--- src/rtl/prs_pkg.sv ---
// Constants for the second peripheral soft-reset register.
// Assumes a plain address/strobe register port on the system clock.
// Operation
// - A write changes only the bits that the fourth capability mask marks present.
// - The register sits at offset 0x048 and clears to zero on reset.
// - Bit 30 is a read/write control that resets the Ethernet physical-layer unit.
// - Bit 28 is a read/write control that resets the Ethernet MAC unit.
// - Bits 0 to 6 are read/write controls resetting ports A to G in order.
// - Bits 31, 29 and 27 to 7 are reserved, read zero and ignore writes.
package prs_pkg;
	localparam int          PRS_ADDR_W       = 12;
	localparam logic [11:0] PRS_CTRL_TWO_OFS = 12'h048;
	localparam logic [31:0] PRS_CTRL_RESET   = 32'h00000000;
	localparam int          PRS_PHY_BIT      = 30;
	localparam int          PRS_MAC_BIT      = 28;
	localparam int          PRS_PORT_LO      = 0;
	localparam int          PRS_PORT_N       = 7;
	localparam logic [31:0] PRS_WR_MASK      = 32'h5000007f;
endpackage : prs_pkg

--- src/rtl/prs_reset_two.sv ---
// Second peripheral soft-reset control register with capability gating.
// Assumes bus, capability mask and clock enable come from clk_sys logic.
//
// Local design decision: the strobed register port.
`timescale 1ns/1ps
`default_nettype none
module prs_reset_two
	import prs_pkg::*;
(
	input  wire logic                  clk_sys,
	input  wire logic                  rst,
	input  wire logic                  clk_en,
	input  wire logic [PRS_ADDR_W-1:0] reg_addr,
	input  wire logic [31:0]           reg_wdata,
	input  wire logic                  reg_wr,
	input  wire logic                  reg_rd,
	output logic      [31:0]           reg_rdata,
	input  wire logic [31:0]           capability_mask_four,
	output logic                       phy_unit_reset,
	output logic                       mac_unit_reset,
	output logic      [PRS_PORT_N-1:0] port_reset
);

	logic [31:0] ctrl_r;
	logic [31:0] ctrl_nxt;
	logic        hit;

	assign hit = (reg_addr == PRS_CTRL_TWO_OFS);

	// Bits that a write may touch: writable and reported present
	function automatic logic [31:0] prs_wr_en(input logic [31:0] present);
		return PRS_WR_MASK & present;
	endfunction : prs_wr_en

	// Absent peripherals and reserved bits keep their stored value
	always_comb begin
		ctrl_nxt = ctrl_r;
		if (reg_wr && hit) begin
			ctrl_nxt = (ctrl_r & ~prs_wr_en(capability_mask_four))
				| (reg_wdata & prs_wr_en(capability_mask_four));
		end
	end

	always_ff @(posedge clk_sys or posedge rst) begin
		if (rst) begin
			ctrl_r <= PRS_CTRL_RESET;
		end else if (clk_en) begin
			ctrl_r <= ctrl_nxt;
		end
	end

	// Unmapped addresses read zero
	always_ff @(posedge clk_sys or posedge rst) begin
		if (rst) begin
			reg_rdata <= 32'h00000000;
		end else if (clk_en) begin
			if (reg_rd && hit) begin
				reg_rdata <= ctrl_r;
			end else begin
				reg_rdata <= 32'h00000000;
			end
		end
	end

	// Reset outputs registered so they stay glitch free into peripherals.
	// They load from ctrl_nxt so a write reaches the pins on the same edge
	// as the register, with no extra cycle of latency.
	always_ff @(posedge clk_sys or posedge rst) begin
		if (rst) begin
			phy_unit_reset <= 1'b0;
		end else if (clk_en) begin
			phy_unit_reset <= ctrl_nxt[PRS_PHY_BIT];
		end
	end

	always_ff @(posedge clk_sys or posedge rst) begin
		if (rst) begin
			mac_unit_reset <= 1'b0;
		end else if (clk_en) begin
			mac_unit_reset <= ctrl_nxt[PRS_MAC_BIT];
		end
	end

	// One flop per port, bit p holding port A plus p in reset
	for (genvar p = 0; p < PRS_PORT_N; p++) begin : g_port
		always_ff @(posedge clk_sys or posedge rst) begin
			if (rst) begin
				port_reset[p] <= 1'b0;
			end else if (clk_en) begin
				port_reset[p] <= ctrl_nxt[PRS_PORT_LO+p];
			end
		end

		a_port_sets: assert property (@(posedge clk_sys) disable iff (rst)
			(clk_en && reg_wr && hit && capability_mask_four[PRS_PORT_LO+p])
			|=> (port_reset[p] == $past(reg_wdata[PRS_PORT_LO+p])))
			else $error("Port reset bit not written");

		a_port_hold: assert property (@(posedge clk_sys) disable iff (rst)
			(!(clk_en && reg_wr && hit) && port_reset[p]) |=> port_reset[p])
			else $error("Port released without write");

		a_port_low: assert property (@(posedge clk_sys) disable iff (rst)
			(!(clk_en && reg_wr && hit) && !port_reset[p]) |=> !port_reset[p])
			else $error("Port reset rose without write");

		// An absent port must never be put into reset by software
		a_port_absent: assert property (@(posedge clk_sys) disable iff (rst)
			(clk_en && reg_wr && !capability_mask_four[PRS_PORT_LO+p])
			|=> $stable(port_reset[p]))
			else $error("Absent port reset changed");
	end

	a_gate_masked: assert property (@(posedge clk_sys) disable iff (rst)
		(clk_en && reg_wr && hit) |=> (((ctrl_r ^ $past(ctrl_r))
		& ~($past(capability_mask_four) & PRS_WR_MASK)) == 32'h0))
		else $error("Masked bit changed on write");

	a_reserved_zero: assert property (@(posedge clk_sys) disable iff (rst)
		(ctrl_r & ~PRS_WR_MASK) == 32'h0)
		else $error("Reserved bit set");

	a_write_lands: assert property (@(posedge clk_sys) disable iff (rst)
		(clk_en && reg_wr && hit) |=> ((ctrl_r & PRS_WR_MASK
		& $past(capability_mask_four)) == ($past(reg_wdata) & PRS_WR_MASK
		& $past(capability_mask_four))))
		else $error("Enabled bits not written");

	a_phy_follows: assert property (@(posedge clk_sys) disable iff (rst)
		clk_en |=> (phy_unit_reset == ctrl_r[PRS_PHY_BIT]))
		else $error("Phy reset does not follow bit");

	a_mac_follows: assert property (@(posedge clk_sys) disable iff (rst)
		clk_en |=> (mac_unit_reset == ctrl_r[PRS_MAC_BIT]))
		else $error("Mac reset does not follow bit");

	a_port_follows: assert property (@(posedge clk_sys) disable iff (rst)
		clk_en |=> (port_reset == ctrl_r[PRS_PORT_N-1:0]))
		else $error("Port resets do not follow bits");

	a_read_value: assert property (@(posedge clk_sys) disable iff (rst)
		(clk_en && reg_rd && hit) |=> (reg_rdata == $past(ctrl_r)))
		else $error("Read data wrong");

	a_hold_reset: assert property (@(posedge clk_sys) disable iff (rst)
		(clk_en && !reg_wr && phy_unit_reset) |=> phy_unit_reset)
		else $error("Phy released without write");

	// Writes elsewhere, reads and frozen cycles must leave state alone
	a_miss_keeps: assert property (@(posedge clk_sys) disable iff (rst)
		(clk_en && reg_wr && !hit) |=> $stable(ctrl_r))
		else $error("Write to other address changed register");

	a_no_write_keeps: assert property (@(posedge clk_sys) disable iff (rst)
		(clk_en && !reg_wr) |=> $stable(ctrl_r))
		else $error("Register changed without a write");

	a_freeze_ctrl: assert property (@(posedge clk_sys) disable iff (rst)
		!clk_en |=> $stable(ctrl_r))
		else $error("Register changed while frozen");

	a_freeze_rdata: assert property (@(posedge clk_sys) disable iff (rst)
		!clk_en |=> $stable(reg_rdata))
		else $error("Read data changed while frozen");

	a_freeze_out: assert property (@(posedge clk_sys) disable iff (rst)
		!clk_en
		|=> $stable({phy_unit_reset, mac_unit_reset, port_reset}))
		else $error("Reset outputs changed while frozen");

	// Read data stands one enabled cycle only, so a stale word cannot be misread
	a_rdata_idle: assert property (@(posedge clk_sys) disable iff (rst)
		(clk_en && !(reg_rd && hit)) |=> (reg_rdata == 32'h0))
		else $error("Read data not idle");

	a_miss_read: assert property (@(posedge clk_sys) disable iff (rst)
		(clk_en && reg_rd && !hit) |=> (reg_rdata == 32'h0))
		else $error("Unmapped read not zero");

	a_reserved_read: assert property (@(posedge clk_sys) disable iff (rst)
		(clk_en && reg_rd && hit) |=> ((reg_rdata & ~PRS_WR_MASK) == 32'h0))
		else $error("Reserved bit read as one");

	a_phy_sets: assert property (@(posedge clk_sys) disable iff (rst)
		(clk_en && reg_wr && hit && capability_mask_four[PRS_PHY_BIT])
		|=> (phy_unit_reset == $past(reg_wdata[PRS_PHY_BIT])))
		else $error("Phy reset bit not written");

	a_mac_sets: assert property (@(posedge clk_sys) disable iff (rst)
		(clk_en && reg_wr && hit && capability_mask_four[PRS_MAC_BIT])
		|=> (mac_unit_reset == $past(reg_wdata[PRS_MAC_BIT])))
		else $error("Mac reset bit not written");

	a_mac_hold: assert property (@(posedge clk_sys) disable iff (rst)
		(!(clk_en && reg_wr && hit) && mac_unit_reset) |=> mac_unit_reset)
		else $error("Mac released without write");

	a_phy_low: assert property (@(posedge clk_sys) disable iff (rst)
		(!(clk_en && reg_wr && hit) && !phy_unit_reset) |=> !phy_unit_reset)
		else $error("Phy reset rose without write");

	a_mac_low: assert property (@(posedge clk_sys) disable iff (rst)
		(!(clk_en && reg_wr && hit) && !mac_unit_reset) |=> !mac_unit_reset)
		else $error("Mac reset rose without write");

	// Absent units must never be put into reset by software
	a_phy_absent: assert property (@(posedge clk_sys) disable iff (rst)
		(clk_en && reg_wr && !capability_mask_four[PRS_PHY_BIT])
		|=> $stable(phy_unit_reset))
		else $error("Absent phy reset changed");

	a_mac_absent: assert property (@(posedge clk_sys) disable iff (rst)
		(clk_en && reg_wr && !capability_mask_four[PRS_MAC_BIT])
		|=> $stable(mac_unit_reset))
		else $error("Absent mac reset changed");

endmodule : prs_reset_two
`default_nettype wire

--- config.mk ---
export PLATFORM = sky130hd
export DESIGN_NAME = prs_reset_two
export DESIGN_NICKNAME = d
export VERILOG_FILES = /design/src/rtl/prs_pkg.sv /design/src/rtl/prs_reset_two.sv
export SDC_FILE = /design/constraint.sdc
export NUM_CORES = 1
export LEC_CHECK = 0
export BUFFER_PORTS_ARGS = -buffer_cell sky130_fd_sc_hd__buf_2
export CAP_MARGIN = 15
export CORE_ASPECT_RATIO = 1.75
export CORE_UTILIZATION = 37
export DETAILED_ROUTE_END_ITERATION = 8
export GPL_TIMING_DRIVEN = 0
export PLACE_DENSITY = 0.85
export SYNTH_ARGS = -nofsm -noshare
export SYNTH_HDL_FRONTEND = slang
export SYNTH_SLANG_ARGS = --single-unit
--- constraint.sdc ---
create_clock -name clk_sys -period 2.3 [get_ports clk_sys]
set_input_delay 0.345 -clock clk_sys [delete_from_list [all_inputs] [get_ports clk_sys]]
set_output_delay 0.345 -clock clk_sys [all_outputs]
set_load 0.01 [all_outputs]
==> implementation parameters <==
Parameter                              Value

Outcome
  Outcome    finished, violations left
  Violated checks    DRC

Yosys
  Area contributors post-synth    sky130_fd_sc_hd__dfrtp_1 (39%), sky130_fd_sc_hd__buf_4 (16%), sky130_fd_sc_hd__mux2_1 (8.9%)
  Seq cells post-synth    18
  Share of Yosys cell area claimed by the top area cell type    0.394
  Cell count after synthesis    111
  Xor-xnor portion of the synthesized cell area    0
  Post-synthesis compound-gate area fraction    0.0493
  Post-synthesis adder-cell area fraction    0
  Post-synthesis cell type count    19
  Multiplexer area fraction after synthesis    0.0887
  Synthesized-area fraction occupied by and/or/nand/nor cells    0.233
  Largest family of logic cells by synthesized area    simple AND/OR/NAND/NOR gates
  Synth Cell Area    1140 µm²
  Share of the yosys chip area belonging to registers    0.394
  Number of warnings printed during yosys synthesis    0
  Avg Cell Area, Syn    10.3 µm²
  Yosys top cell by area    sky130_fd_sc_hd__dfrtp_1

Floorplan
  Number of I/O pins    122
  Core outline area    2930 µm²
  Die Y-Extent    75.5 µm
  Die width    44 µm
  Rows    26
  Die area    3320 µm²
  Starting utilization of the core area    0.390

Clock network
  Cell chosen for the clock root    sky130_fd_sc_hd__clkbuf_8
  Insertion delay of the later-clocked pin in the worst-skew pair    240 ps
  Gates resized, CTS repair    0
  CTS HTree Levels    1
  Total number of clock tree sinks    18
  Hold_buf cts    0
  Number of buffers created by CTS    3
  Post-CTS clock slew at the launch and capture registers of the worst setup and hold paths    70 ps
  Maximum number of buffers from clock root to sink    2
  Buffers inserted during post-CTS setup optimization    0
  Clock tree from TritonCTS    yes

Placed design
  Placed Area    1510 µm²
  Placer congestion estimate    0.793
  DPL Wire Length    2100 µm
  Cells after DPL    211
  Total of buffers placed on input and output ports    49

STA
  RSZ-0062 raised after global routing    false
  Final Skew    0.363 ps
  Worst slew pin tran    649 ps
  Min Tclk post-route    1660 ps
  Count of final max-slew check failures    0
  Final Hold Slack    180 ps
  Final Cycle Share    0.723
  Hold violation total from the final report    0
  Top achievable clock speed    602 MHz
  Setup_tns    0 ps
  Endpoints failing setup    0
  Max-slew headroom at the worst pin    0.567

Power and ir drop
  Power per cell area    431 nW/µm²
  Reported leakage power    0.000838 µW
  Maximum VDD drop    0.202 mV

Setup path
  Cell seen most often among critical-path stages    sky130_fd_sc_hd__buf_2
  Crit path arrival time    1790 ps
  Largest fanout of any net on the critical path    9
  Worst setup path category    input port to register
  CP max-delay cell    sky130_fd_sc_hd__or4_1
  Worst endpoint required time    2430 ps
  Crit path largest cell delay    510 ps
  Setup crit start kind    input port
  Worst path cell trace    buf_2, or4_1, buf_2, nor4_2, mux2_1
  Setup crit end kind    register

Global route
  Maximum number of pins on one net before global-route repair    19
  First-pass GRT wire length    3930 µm
  Via count of the first global-routing pass    955
  Antenna violations before repair    0
  Sum of overflow across all layers after global routing    0
  Overall routing resource usage    0.159

Final layout
  Non-Filler Cell Area, Final    1570 µm²
  Fraction of final layout cells with drive strength greater than 1    0.487
  Diodes inserted    0
  Top library cells by usage in the layout, fill and taps aside    sky130_fd_sc_hd__buf_2 (51), sky130_fd_sc_hd__buf_4 (24), sky130_fd_sc_hd__conb_1 (23)
  Area growth, synth to finish    37.0%
  Most frequent standard cell in the layout excluding fill and tap cells    sky130_fd_sc_hd__buf_2
  Post-Route Utilization    0.535
  Fin nets    269
  Filler-free cell count of the finished design    215

Drt
  Initial DRC count    25
  Number of antenna-violating nets in the routed design    0
  Post-Route WL    2470 µm
  Number of search-and-repair iterations in the first detailed-routing pass    9
  Average wire per cell in the routed design    11.5 µm
  Drt via density    4.82
  DRC violations left    6
  Overall via count from detail_route    1037

Flow run
  Max-capacitance violation count    0

Hold path
  Hold crit path type    input port to async pin
## layout make-up
cell class	count	area, µm²
Fill cell	290	1360
Multi-Input combinational cell	73	510
Sequential cell	18	450
Timing Repair Buffer	50	250
Buffer	32	226
Clock buffer	4	55.1
Inverter	10	37.5
Tap cell	28	35.0
## through the flow
step                      power, µW  setup slack [ps]
final                           675               638
after global routing            702               538
after CTS                       674               631
after detailed placement        432               345
after global placement          430               342
after floorplan                 398               554
## worst paths after layout
| check | startpoint | end | slack [ps] | depth (start not counted) |
|---|---|---|---|---|
| hold / removal | rst | reg_rdata[30] | 180 | 2 |
| setup / recovery | reg_addr[1] | register | 640 | 5 |
| max in group asynchronous | rst | reg_rdata[1] | 1700 | 2 |
| min in group clk_sys | reg_wdata[3] | register | 310 | 2 |
| setup reg to reg | register | register | 1490 | 1 |
| hold reg to reg | register | register | 500 | 1 |
## worst max-delay path, delay by kind of cell
family	cells	cell delay (ps)
and+or+nand+nor	2	780
buffers and inverters	2	330
muxes	1	340
## where the power goes
group	leakage, µW	internal, µW	switching [µW]
Combinational	0.000558	52.0	58.5
Clock	0.0000288	152	96.4
Sequential	0.000252	317	0.142
## synthesized netlist by cell type, drive strengths merged
cell and number:
buf 29, clkbuf 3, conb 1, dfrtp 18, inv 10, mux2 9
nand3 9, nand4 9, nor4 10, o22ai 9, or2 1, or4 1
or4b 2
## layer usage
layer  vias up  GRT usage  wire length (µm)
met4         0      0.101                68
met1       464      0.164               911
li1        508          -                 -
met3         6     0.0142               186
met5         -          0                 0
met2        59      0.297              1310
## cell families after synthesis
group | Yosys count
muxes | 9
other | 1
buffers and inverters | 42
and+or+nand+nor | 32
AOI/OAI and AO/OA | 9
DFF | 18
Power figures use the tool's default switching activity.
